[src/hdl/pss_consts.svh]
/*
 * Constants of the protective stop sequencer: register offsets, reset values
 * and timing counts. Assumes a 100 MHz ref_clk.
 */
// Functional notes
// Undervoltage trip select takes 0 or 1 and resets to 1.
// Select 0: power loss at servo-on drops to servo-off, no alarm.
// Select 0: servo-on returns by itself when main power comes back.
// Select 1: power loss at servo-on raises the undervoltage alarm.
// Detect time of 1000 makes the trip select have no effect.
// Bus undervoltage before power-loss detection always raises the alarm.
// Over-travel sequence takes 0 to 2, default 0, acts while an inhibit is on; the code acts only at servo-on.
// Sequence 0: dynamic brake, then zero torque toward inhibit; counter held.
// Sequence 1: zero torque while braking and after stop; counter held.
// Sequence 2: emergency stop, then zero torque; counter cleared throughout.
// Sequence 2: braking torque limited by the emergency-stop torque limit.
// Over-travel sequence values above 2 act as 0.
`ifndef PSS_CONSTS_SVH
`define PSS_CONSTS_SVH
`define PSS_ADDR_UV_SEL 8'h00
`define PSS_ADDR_OT_SEQ 8'h04
`define PSS_ADDR_POFF_TIME 8'h08
`define PSS_ADDR_ESTOP_TQ 8'h0C
`define PSS_ADDR_STATE 8'h10
`define PSS_ADDR_IRQ_STAT 8'h14
`define PSS_ADDR_IRQ_CLR 8'h18
`define PSS_ADDR_IRQ_EN 8'h1C
`define PSS_ADDR_CMD 8'h20
`define PSS_UV_SEL_RST 1'h1
`define PSS_OT_SEQ_RST 2'h0
`define PSS_POFF_TIME_RST 16'h0046
`define PSS_POFF_IGNORE 16'h03E8
`define PSS_ESTOP_TQ_RST 16'h0000
`define PSS_IRQ_W 4
`define PSS_IRQ_UV 0
`define PSS_IRQ_HOLD 1
`define PSS_IRQ_OT 2
`define PSS_IRQ_RESUME 3
`define PSS_CMD_ALM_RST 0
`define PSS_CLK_NS 10
`define PSS_MS_NS 1000000
`define PSS_MS_CYCLES (`PSS_MS_NS / `PSS_CLK_NS)
`endif

[src/hdl/pss_pkg.sv]
/*
 * Types of the protective stop sequencer.
 * Assumes pss_consts.svh for all numeric values.
 */
package pss_pkg;
	typedef enum logic [1:0] {PS_OFF, PS_ON, PS_HOLD, PS_TRIP} pss_pwr_state_t;
	typedef enum logic [1:0] {OT_IDLE, OT_DECEL, OT_STOP} pss_ot_state_t;
	typedef enum logic [1:0] {OT_DB, OT_ZERO, OT_ESTOP} pss_ot_mode_t;
endpackage

[src/hdl/pss_ot_if.sv]
/*
 * Carrier between the sequencer top and its over-travel stage.
 * Assumes both ends run on ref_clk.
 */
`timescale 1ns/1ps
interface pss_ot_if;
	import pss_pkg::*;
	pss_ot_mode_t mode;
	logic ccw;
	logic cw;
	logic stopped;
	logic servo_on;
	logic [15:0] estop_limit;
	logic dyn_brake;
	logic zt_ccw;
	logic zt_cw;
	logic estop_decel;
	logic [15:0] tq_limit;
	logic dev_clear;
	logic dev_hold;
	logic active;
	modport ctl (output mode, ccw, cw, stopped, servo_on, estop_limit,
		input dyn_brake, zt_ccw, zt_cw, estop_decel, tq_limit, dev_clear, dev_hold, active);
	modport seq (input mode, ccw, cw, stopped, servo_on, estop_limit,
		output dyn_brake, zt_ccw, zt_cw, estop_decel, tq_limit, dev_clear, dev_hold, active);
endinterface

[src/hdl/pss_ot_seq.sv]
/*
 * Over-travel stop stage: braking, zero torque and deviation counter control
 * while a travel inhibit input is on at servo-on. Assumes synchronous inputs on ref_clk.
 */
`timescale 1ns/1ps
`include "pss_consts.svh"
module pss_ot_seq
	import pss_pkg::*;
(
	// clock and reset
	input wire logic ref_clk,
	input wire logic rst_b,
	// link to the top
	pss_ot_if.seq ot
);
	pss_ot_state_t state_reg, state_next;
	logic inhibit;
	logic dyn_brake_next, zt_ccw_next, zt_cw_next, estop_next, clr_next, hold_next;
	logic [15:0] tq_next;

	assign inhibit = (ot.ccw | ot.cw) & ot.servo_on;

	always_comb begin
		state_next = state_reg;
		case (state_reg)
			OT_IDLE: if (inhibit) state_next = OT_DECEL;
			OT_DECEL: begin
				if (!inhibit) state_next = OT_IDLE;
				else if (ot.stopped) state_next = OT_STOP;
			end
			OT_STOP: if (!inhibit) state_next = OT_IDLE;
			default: state_next = OT_IDLE;
		endcase
	end

	always_comb begin
		dyn_brake_next = 1'b0;
		zt_ccw_next = 1'b0;
		zt_cw_next = 1'b0;
		estop_next = 1'b0;
		clr_next = 1'b0;
		hold_next = 1'b0;
		tq_next = 16'hFFFF;
		if (state_next != OT_IDLE) begin
			case (ot.mode)
				OT_ZERO: begin
					zt_ccw_next = 1'b1;
					zt_cw_next = 1'b1;
					hold_next = 1'b1;
				end
				OT_ESTOP: begin
					clr_next = 1'b1;
					if (state_next == OT_DECEL) begin
						estop_next = 1'b1;
						tq_next = ot.estop_limit;
					end else begin
						zt_ccw_next = ot.ccw;
						zt_cw_next = ot.cw;
					end
				end
				default: begin
					hold_next = 1'b1;
					if (state_next == OT_DECEL) begin
						dyn_brake_next = 1'b1;
					end else begin
						zt_ccw_next = ot.ccw;
						zt_cw_next = ot.cw;
					end
				end
			endcase
		end
	end

	always_ff @(posedge ref_clk) begin
		if (!rst_b) state_reg <= OT_IDLE;
		else state_reg <= state_next;
	end

	always_ff @(posedge ref_clk) begin
		if (!rst_b) begin
			ot.dyn_brake <= 1'b0;
			ot.zt_ccw <= 1'b0;
			ot.zt_cw <= 1'b0;
			ot.estop_decel <= 1'b0;
			ot.tq_limit <= 16'hFFFF;
			ot.dev_clear <= 1'b0;
			ot.dev_hold <= 1'b0;
			ot.active <= 1'b0;
		end else begin
			ot.dyn_brake <= dyn_brake_next;
			ot.zt_ccw <= zt_ccw_next;
			ot.zt_cw <= zt_cw_next;
			ot.estop_decel <= estop_next;
			ot.tq_limit <= tq_next;
			ot.dev_clear <= clr_next;
			ot.dev_hold <= hold_next;
			ot.active <= (state_next != OT_IDLE);
		end
	end
endmodule

[src/hdl/pss_top.sv]
/*
 * Protective stop sequencer top: register port, main power loss handling,
 * undervoltage alarm, servo enable, interrupts, and the over-travel stage.
 * Assumes all inputs synchronous to ref_clk (100 MHz).
 */
`timescale 1ns/1ps
`include "pss_consts.svh"
module pss_top
	import pss_pkg::*;
#(
	parameter int MS_CYCLES = `PSS_MS_CYCLES
)(
	// clock and reset
	input wire logic ref_clk,
	input wire logic rst_b,
	// register port
	input wire logic [7:0] reg_addr,
	input wire logic [31:0] reg_wdata,
	input wire logic reg_wr,
	input wire logic reg_rd,
	output logic [31:0] reg_rdata,
	// power and motion inputs
	input wire logic main_power_ok,
	input wire logic bus_undervolt,
	input wire logic servo_on_req,
	input wire logic motor_stopped,
	// limit switches
	input wire logic ccw_travel_inhibit,
	input wire logic cw_travel_inhibit,
	// power stage commands
	output logic servo_enable,
	output logic dyn_brake,
	output logic zero_torque_ccw,
	output logic zero_torque_cw,
	output logic estop_decel,
	output logic [15:0] torque_limit,
	output logic dev_clear,
	output logic dev_hold,
	// alarm and interrupt
	output logic undervoltage_alarm,
	output logic irq
);
	logic undervoltage_trip_select_reg;
	logic [1:0] overtravel_sequence_select_reg;
	logic [15:0] power_off_detect_time_reg;
	logic [15:0] estop_torque_limit_reg;
	logic [`PSS_IRQ_W-1:0] irq_stat_reg, irq_en_reg, irq_evt, irq_clr;
	logic [31:0] rdata_next;
	logic alarm_reset;
	logic [31:0] ms_div_reg;
	logic [15:0] off_ms_reg;
	logic ms_tick, detect_on, detect;
	pss_pwr_state_t pwr_reg, pwr_next;
	logic ot_active_d_reg;
	pss_ot_if ot_bus ();

	// register writes
	always_ff @(posedge ref_clk) begin
		if (!rst_b) begin
			undervoltage_trip_select_reg <= `PSS_UV_SEL_RST;
			overtravel_sequence_select_reg <= `PSS_OT_SEQ_RST;
			power_off_detect_time_reg <= `PSS_POFF_TIME_RST;
			estop_torque_limit_reg <= `PSS_ESTOP_TQ_RST;
			irq_en_reg <= '0;
		end else if (reg_wr) begin
			case (reg_addr)
				`PSS_ADDR_UV_SEL: undervoltage_trip_select_reg <= reg_wdata[0];
				`PSS_ADDR_OT_SEQ: overtravel_sequence_select_reg <= reg_wdata[1:0];
				`PSS_ADDR_POFF_TIME: power_off_detect_time_reg <= reg_wdata[15:0];
				`PSS_ADDR_ESTOP_TQ: estop_torque_limit_reg <= reg_wdata[15:0];
				`PSS_ADDR_IRQ_EN: irq_en_reg <= reg_wdata[`PSS_IRQ_W-1:0];
				default: ;
			endcase
		end
	end

	assign irq_clr = (reg_wr && reg_addr == `PSS_ADDR_IRQ_CLR) ?
		reg_wdata[`PSS_IRQ_W-1:0] : '0;
	assign alarm_reset = reg_wr && reg_addr == `PSS_ADDR_CMD && reg_wdata[`PSS_CMD_ALM_RST];

	// read mux, data valid only in the cycle after the strobe
	always_comb begin
		rdata_next = 32'h0000_0000;
		case (reg_addr)
			`PSS_ADDR_UV_SEL: rdata_next[0] = undervoltage_trip_select_reg;
			`PSS_ADDR_OT_SEQ: rdata_next[1:0] = overtravel_sequence_select_reg;
			`PSS_ADDR_POFF_TIME: rdata_next[15:0] = power_off_detect_time_reg;
			`PSS_ADDR_ESTOP_TQ: rdata_next[15:0] = estop_torque_limit_reg;
			`PSS_ADDR_STATE: rdata_next[3:0] = {ot_bus.active, detect, pwr_reg};
			`PSS_ADDR_IRQ_STAT: rdata_next[`PSS_IRQ_W-1:0] = irq_stat_reg;
			`PSS_ADDR_IRQ_EN: rdata_next[`PSS_IRQ_W-1:0] = irq_en_reg;
			default: rdata_next = 32'h0000_0000;
		endcase
	end

	always_ff @(posedge ref_clk) begin
		if (!rst_b) reg_rdata <= 32'h0000_0000;
		else if (reg_rd) reg_rdata <= rdata_next;
		else reg_rdata <= 32'h0000_0000;
	end

	// millisecond timing of a main power outage
	assign ms_tick = (ms_div_reg == 32'(MS_CYCLES - 1));

	always_ff @(posedge ref_clk) begin
		if (!rst_b || main_power_ok || ms_tick) ms_div_reg <= 32'h0000_0000;
		else ms_div_reg <= ms_div_reg + 32'h0000_0001;
	end

	always_ff @(posedge ref_clk) begin
		if (!rst_b || main_power_ok) off_ms_reg <= 16'h0000;
		else if (ms_tick && off_ms_reg != 16'hFFFF) off_ms_reg <= off_ms_reg + 16'h0001;
	end

	// detection is off when the detect time holds the ignore value
	assign detect_on = (power_off_detect_time_reg != `PSS_POFF_IGNORE);
	assign detect = detect_on && !main_power_ok && (off_ms_reg >= power_off_detect_time_reg);

	// servo power state
	always_comb begin
		pwr_next = pwr_reg;
		case (pwr_reg)
			PS_OFF: if (servo_on_req && main_power_ok && !bus_undervolt) pwr_next = PS_ON;
			PS_ON: begin
				if (bus_undervolt) pwr_next = PS_TRIP;
				else if (detect && undervoltage_trip_select_reg) pwr_next = PS_TRIP;
				else if (detect) pwr_next = PS_HOLD;
				else if (!servo_on_req) pwr_next = PS_OFF;
			end
			PS_HOLD: begin
				if (main_power_ok && servo_on_req) pwr_next = PS_ON;
				else if (main_power_ok || !servo_on_req) pwr_next = PS_OFF;
			end
			PS_TRIP: if (alarm_reset && main_power_ok && !bus_undervolt) pwr_next = PS_OFF;
			default: pwr_next = PS_OFF;
		endcase
	end

	always_ff @(posedge ref_clk) begin
		if (!rst_b) pwr_reg <= PS_OFF;
		else pwr_reg <= pwr_next;
	end

	always_ff @(posedge ref_clk) begin
		if (!rst_b) begin
			servo_enable <= 1'b0;
			undervoltage_alarm <= 1'b0;
		end else begin
			servo_enable <= (pwr_next == PS_ON);
			undervoltage_alarm <= (pwr_next == PS_TRIP);
		end
	end

	// over-travel stage
	assign ot_bus.mode = (overtravel_sequence_select_reg == 2'h1) ? OT_ZERO :
		(overtravel_sequence_select_reg == 2'h2) ? OT_ESTOP : OT_DB;
	assign ot_bus.ccw = ccw_travel_inhibit;
	assign ot_bus.cw = cw_travel_inhibit;
	assign ot_bus.stopped = motor_stopped;
	assign ot_bus.servo_on = servo_enable;
	assign ot_bus.estop_limit = estop_torque_limit_reg;

	pss_ot_seq u_ot (
		.ref_clk(ref_clk),
		.rst_b(rst_b),
		.ot(ot_bus.seq)
	);

	assign dyn_brake = ot_bus.dyn_brake;
	assign zero_torque_ccw = ot_bus.zt_ccw;
	assign zero_torque_cw = ot_bus.zt_cw;
	assign estop_decel = ot_bus.estop_decel;
	assign torque_limit = ot_bus.tq_limit;
	assign dev_clear = ot_bus.dev_clear;
	assign dev_hold = ot_bus.dev_hold;

	always_ff @(posedge ref_clk) begin
		if (!rst_b) ot_active_d_reg <= 1'b0;
		else ot_active_d_reg <= ot_bus.active;
	end

	// interrupt events, one cycle each
	assign irq_evt[`PSS_IRQ_UV] = (pwr_reg != PS_TRIP) && (pwr_next == PS_TRIP);
	assign irq_evt[`PSS_IRQ_HOLD] = (pwr_reg == PS_ON) && (pwr_next == PS_HOLD);
	assign irq_evt[`PSS_IRQ_OT] = ot_bus.active && !ot_active_d_reg;
	assign irq_evt[`PSS_IRQ_RESUME] = (pwr_reg == PS_HOLD) && (pwr_next == PS_ON);

	// sticky status, a new event wins over a clear in the same cycle
	genvar gi;
	generate
		for (gi = 0; gi < `PSS_IRQ_W; gi++) begin : g_irq
			always_ff @(posedge ref_clk) begin
				if (!rst_b) irq_stat_reg[gi] <= 1'b0;
				else if (irq_evt[gi]) irq_stat_reg[gi] <= 1'b1;
				else if (irq_clr[gi]) irq_stat_reg[gi] <= 1'b0;
			end
		end
	endgenerate

	assign irq = |(irq_stat_reg & irq_en_reg);
endmodule

[config.mk]
export PLATFORM = sky130hd
export DESIGN_NAME = pss_top
export DESIGN_NICKNAME = d
export VERILOG_FILES = /design/src/hdl/pss_pkg.sv /design/src/hdl/pss_ot_if.sv /design/src/hdl/pss_ot_seq.sv /design/src/hdl/pss_top.sv
export VERILOG_INCLUDE_DIRS = /design/src /design/src/hdl
export SDC_FILE = /design/constraint.sdc
export NUM_CORES = 1
export LEC_CHECK = 0
export BUFFER_PORTS_ARGS = -buffer_cell sky130_fd_sc_hd__clkbuf_2
export CORE_MARGIN = 2
export CORE_UTILIZATION = 49
export CTS_BUF_LIST = sky130_fd_sc_hd__clkbuf_8
export CTS_CLUSTER_SIZE = 30
export DETAILED_ROUTE_END_ITERATION = 8
export GPL_ROUTABILITY_DRIVEN = 0
export PLACE_DENSITY_LB_ADDON = 0.25
export RECOVER_POWER = 25
export SLEW_MARGIN = 20
export SYNTH_ARGS = -nofsm -noshare
export SYNTH_HDL_FRONTEND = slang
export SYNTH_SLANG_ARGS = --single-unit
[constraint.sdc]
create_clock -name ref_clk -period 2.1 [get_ports ref_clk]
set_clock_uncertainty 0.2 [all_clocks]
set_input_delay 0.42 -clock ref_clk [delete_from_list [all_inputs] [get_ports ref_clk]]
set_output_delay 0.42 -clock ref_clk [all_outputs]
set_load 0.005 [all_outputs]
Word level (Yosys, flattened, before mapping)
Index checks and enable logic that the tools add are counted.
- register bits after elaboration: 153
- input port bits: 50
- output and inout port bits: 57
- word-level logic and storage cells: 137
- $add $sub $neg: 2
- $lt $le $gt $ge: 1
- eq/ne operators: 25
- muxes and demuxes: 36
- bitwise operators: 5
- reductions and logical operators: 42
- operator list (operator ; number):
    32-bit by 1-bit adder with 32-bit output, second input constant ; 1
    32-bit by 17-bit == test with 1-bit output, second input constant ; 1
    8-bit by 5-bit == test with 1-bit output, second input constant ; 4
    2-bit two-way mux ; 14
    12-bit case mux with 2 select lines ; 1
    16-bit by 1-bit adder with 16-bit output, second input constant ; 1
    8-bit by 4-bit == test with 1-bit output, second input constant ; 2
    16-bit >= comparator ; 1
    16-bit by 10-bit != test with 1-bit output, second input constant ; 1
    16-bit != test, second input constant ; 1
    1-bit logical AND ; 15
    1-bit two-way mux ; 15
    2-bit == test, second input constant ; 7
    2-bit AND reduction ; 7
    2-bit by 1-bit == test with 1-bit output, second input constant ; 6
    2-bit case mux with 5 select lines ; 1
    2-bit nonzero test ; 5
    8-bit by 3-bit == test with 1-bit output, second input constant ; 1
    8-bit by 6-bit == test with 1-bit output, second input constant ; 1
    8-bit logical NOT ; 1
    2-bit case mux with 4 select lines ; 1
    4-bit OR reduction ; 2
    1-bit case mux with 7 select lines ; 1
    1-bit case mux with 6 select lines ; 1
    12 further kinds ; 20

Longest topological paths before layout
- depth in word-level cells: 10
- mapped depth: 8
- mapped depth without buffers: 8

Cells and area by module
Synthesis repeated with hierarchy kept, for this count alone.
- cell total of the unflattened synthesis: 700
- area total of the unflattened synthesis: 6247.2 µm²
- by module, submodules not included (module ; times used ; cells an instance ; area an instance (µm²) ; sequential area each (µm²)):
    pss_top ; 1 ; 635 ; 5477.8 ; 2242.2
    pss_ot_seq ; 1 ; 65 ; 769.5 ; 500.5

Least setup slack after synthesis
Ideal clock, no wire load.
- kind: register to register
- start point: register ms_div_reg[0]
- end point: register off_ms_reg[13]
- setup time: 0.116 ns
- data arrival time: 2.016 ns
- data required time: 1.784 ns
- slack: -0.232 ns
- cell stages (with the launch flop): 8
- buffers on the path: 1
- period minus slack after synthesis: 2.332 ns
- path through: dfxtp_1 -> ha_1 -> nand4_1 -> or4_1 -> buf_6 -> nor3_1 -> a31oi_1 -> a41o_1
- cells in the longest elaborated chain, start to end: 2
- RTL lines (item ; line ; RTL):
    from (decl) ; pss_top.sv:50 ; logic [31:0] ms_div_reg;
    from (signal assigned) ; pss_top.sv:107 ; else ms_div_reg <= ms_div_reg + 32'h0000_0001;
    32-bit by 17-bit == test with 1-bit output ; pss_top.sv:103 ; assign ms_tick = (ms_div_reg == 32'(MS_CYCLES - 1));
    1-bit logical AND ; pss_top.sv:112 ; else if (ms_tick && off_ms_reg != 16'hFFFF) off_ms_reg <= off_ms_reg + 16'h0001;
    to (signal assigned) ; pss_top.sv:112 ;
    to (decl) ; pss_top.sv:51 ; logic [15:0] off_ms_reg;
Every way passes these cells.
A chain may end at the register's enable or synchronous reset.

Final worst setup path
- start point: register ms_div_reg[13]
- end point: register off_ms_reg[11]
The elaborated chain is that of the path after synthesis.

==> impl_metrics.py <==
metrics = {
    "power": {
        "p_comb_share_pct": 5.9,
        "swShare_pct": 25.1,
        "ir_worst_vdd_mv": 0.331,
        "powerDensity_nw_per_um2": 555,
        "pwr-share-seq_pct": 55.0,
        "p_leak_uw": 0.00334,
        "p_switching_uw": 1200,
        "power.internal_uw": 3580,
        "total_power_uw": 4780,
        "power_frac_clock_pct": 39.0,
    },
    "critical_path": {
        "criticalPathCategory": "flip-flop to flip-flop",
        "critPathSlowestCell": "or4_4",
        "crit_cells": 8,
        "cp_num_buf_inv": 2,
        "cp.arrival_ps": 2510,
        "cp_data_required_time_ps": 2240,
        "slowest_delay_ps": 560,
        "endpoint_kind": "flip-flop",
        "crit_chain": "nor4_4, nand4_1, or4_4, buf_12, buf_4, nor3_4, a21o_1, a21oi_1",
        "cp-start-kind": "flip-flop",
        "path_max_fanout": 6,
        "r2r_cells": 8,
        "cp_top_family": "simple AND/OR/NAND/NOR gates",
    },
    "clock_tree": {
        "cts_buffers": 17,
        "clock-sinks": 137,
        "cts_tree": "yes",
        "clk_transition_reported_paths_ps": 80,
        "cts_root_buf": "clkbuf_8",
        "cts_buffer_depth": 2,
        "clock_latency_ps": 450,
        "h-tree-depth": 4,
    },
    "grt": {
        "antenna_found_initial": 0,
        "grt_pass1_vias": 5730,
        "grt_usage_pct": 25.0,
        "grt-ovfl-total": 0,
        "grt_pass1_wl_um": 26400,
        "grt_max_degree": 37,
    },
    "final_layout": {
        "fin_area_um2": 8610,
        "largest_reg_flops": 32,
        "antenna_cells": 0,
        "drive_above_1_share_pct": 35.8,
        "stdcell_count": 1104,
        "area_growth_pct": 39.3,
        "nNetsFinal": 991,
    },
    "sta": {
        "setup_viol": 48,
        "setup-tns-final_ps": -7910,
        "rsz0062_at_grt": "yes",
        "worst_slew_pin_slew_ps": 728,
        "fmax_ghz": 0.423,
        "finalCriticalPeriod_ps": 2370,
        "hold_viol": 0,
        "fin_crit_sh_pct": 113,
        "fin_ws_ps": -266,
        "slew_viol_final": 0,
        "slew_headroom_pct": 51.3,
    },
    "yosys": {
        "synthesis.area_um2": 6180,
        "yosysUniqueCellTypes": 55,
        "ys.flop_type": "dfxtp_1",
        "avgSynthCellArea_um2": 8.56,
        "postSynthCellCount": 722,
        "synth_warnings": 0,
        "synthArstFlopShare_pct": 0,
        "synth-edff-count": 0,
        "ys_seq_area_share_pct": 44.4,
        "ys_ff_latch": 137,
    },
    "worst_hold_path": {
        "hp-class": "input port to flip-flop",
        "hold_depth": 3,
    },
    "drt": {
        "ant_nets": 0,
        "vias": 5922,
        "drc": 0,
        "first_pass_iters": 5,
        "drtIter0Drc": 371,
        "vias_per_cell": 5.36,
        "wl_um": 17100,
        "avgRoutedWirePerCell_um": 15.5,
    },
    "floorplanning": {
        "coreArea_um2": 12500,
        "die_h_um": 116,
        "die_area_um2": 13500,
        "start_util_pct": 49.6,
        "rows": 41,
        "die_w_um": 116,
        "boundaryPins": 107,
    },
    "job": {
        "maxCapViolCount": 0,
    },
    "placement": {
        "hpwl_um": 11000,
        "port_buffers": 74,
        "placedCellCount": 1049,
        "dpl_cell_area_um2": 7610,
    },
    "outcome": {
        "violations": "negative setup slack",
        "status": "finished with violations",
    },
}
[final cells by class]
class                           count  area [um^2]
Clock buffer                       18          248
Clock inverter                     12         81.3
Fill cell                         906         3850
Inverter                           28          105
Multi-Input combinational cell    527         3590
Sequential cell                   137         2760
Tap cell                          172          215
Timing Repair Buffer              210         1610
[tightest hold or removal path: stages]
cell      delay (ps)
clkbuf_2          90
nand2_1           50
o211ai_1          70
[synthesized netlist by cell type, drive strengths merged (18+ instances only)]
| master | n | area share, % |
|---|---|---|
| inv | 28 | 1.7 |
| clkbuf | 20 | 1.2 |
| a21boi | 34 | 4.1 |
| dfxtp | 137 | 44 |
| buf | 25 | 3.3 |
| nor2 | 79 | 4.8 |
| a21oi | 27 | 2.2 |
| xnor2 | 23 | 3.3 |
| nand3 | 29 | 2.3 |
| nand2 | 111 | 6.7 |
| or2 | 18 | 1.8 |
| ha | 20 | 4.0 |
[cells by family after synthesis]
| kind of cell | after synthesis | synth area share, % |
|---|---|---|
| compound gates | 116 | 12.7 |
| xor+xnor | 36 | 5.10 |
| fa+ha+maj | 20 | 4.05 |
| buf+inv | 73 | 6.17 |
| flops | 137 | 44.4 |
| mux | 7 | 1.17 |
| other cells | 1 | 0.0607 |
| simple gates | 332 | 26.4 |
[power groups by stage]
stage | clock (uW) | combinational [uW] | sequential [uW]
3_3_place_gp | 0 | 218 | 2690
5_1_grt | 2000 | 306 | 2630
3_5_place_dp | 0 | 223 | 2690
4_1_cts | 1900 | 276 | 2630
6_report | 1870 | 284 | 2630
2_1_floorplan | 0 | 144 | 2680
[cells in the final DEF (no fill, tap or decap), types with 18 or more instances in the layout]
cell | synthesis | layout
a21boi_0 | 34 | 33
a21oi_1 | 27 | 19
buf_4 | 17 | 109
clkbuf_2 | 0 | 70
clkbuf_8 | 0 | 18
dfxtp_1 | 137 | 120
inv_1 | 28 | 20
nand2_1 | 111 | 106
nand3_1 | 29 | 29
nor2_1 | 79 | 74
xnor2_1 | 23 | 22
[metrics by stage]
stage	hold slack [ps]	setup slack, ps	util (%)
after floorplan	207	-98.9	-
after global placement	254	-203	61.0
after detailed placement	255	-247	61.0
after CTS	4.13	-182	67.5
after global routing	8.08	-317	69.1
final	20.3	-266	69.1
[layer usage]
metal | track usage (%) | wire (um) | vias to the layer above | part of all wire (%)
met1 | 30.4 | 7260 | 2823 | 42
li1 | - | - | 2853 | -
met4 | 11.1 | 353 | 0 | 2.1
met5 | 0 | 0 | - | 0
met3 | 5.45 | 886 | 34 | 5.2
met2 | 42.6 | 8620 | 212 | 50
[worst paths after layout]
| path | startpoint | slack (ps) | endpoint |
|---|---|---|---|
| max | ms_div_reg[13]$_SDFF_PP0_ | -270 | off_ms_reg[11]$_SDFFE_PP0P_ |
| min | reg_wdata[6] | 20 | power_off_detect_time_reg[6]$_SDFFE_PN1P_ |
| max reg2reg | ms_div_reg[13]$_SDFF_PP0_ | -270 | off_ms_reg[11]$_SDFFE_PP0P_ |
| min reg2reg | estop_torque_limit_reg[4]$_SDFFE_PN0P_ | 280 | u_ot.ot.tq_limit[4]$_SDFF_PN1_ |
[what timing repair did]
item | CTS | global route
hold buffers | 11 | 0
cloned | 4 | 0
setup endpoints to repair | 53 | 52
buffers inserted | 6 | 4
pin swaps | 39 | 33
gates resized for setup | 50 | 47
endpoints found under the hold margin | 13 | 0
No activity file was read; power rests on OpenSTA's default activity.
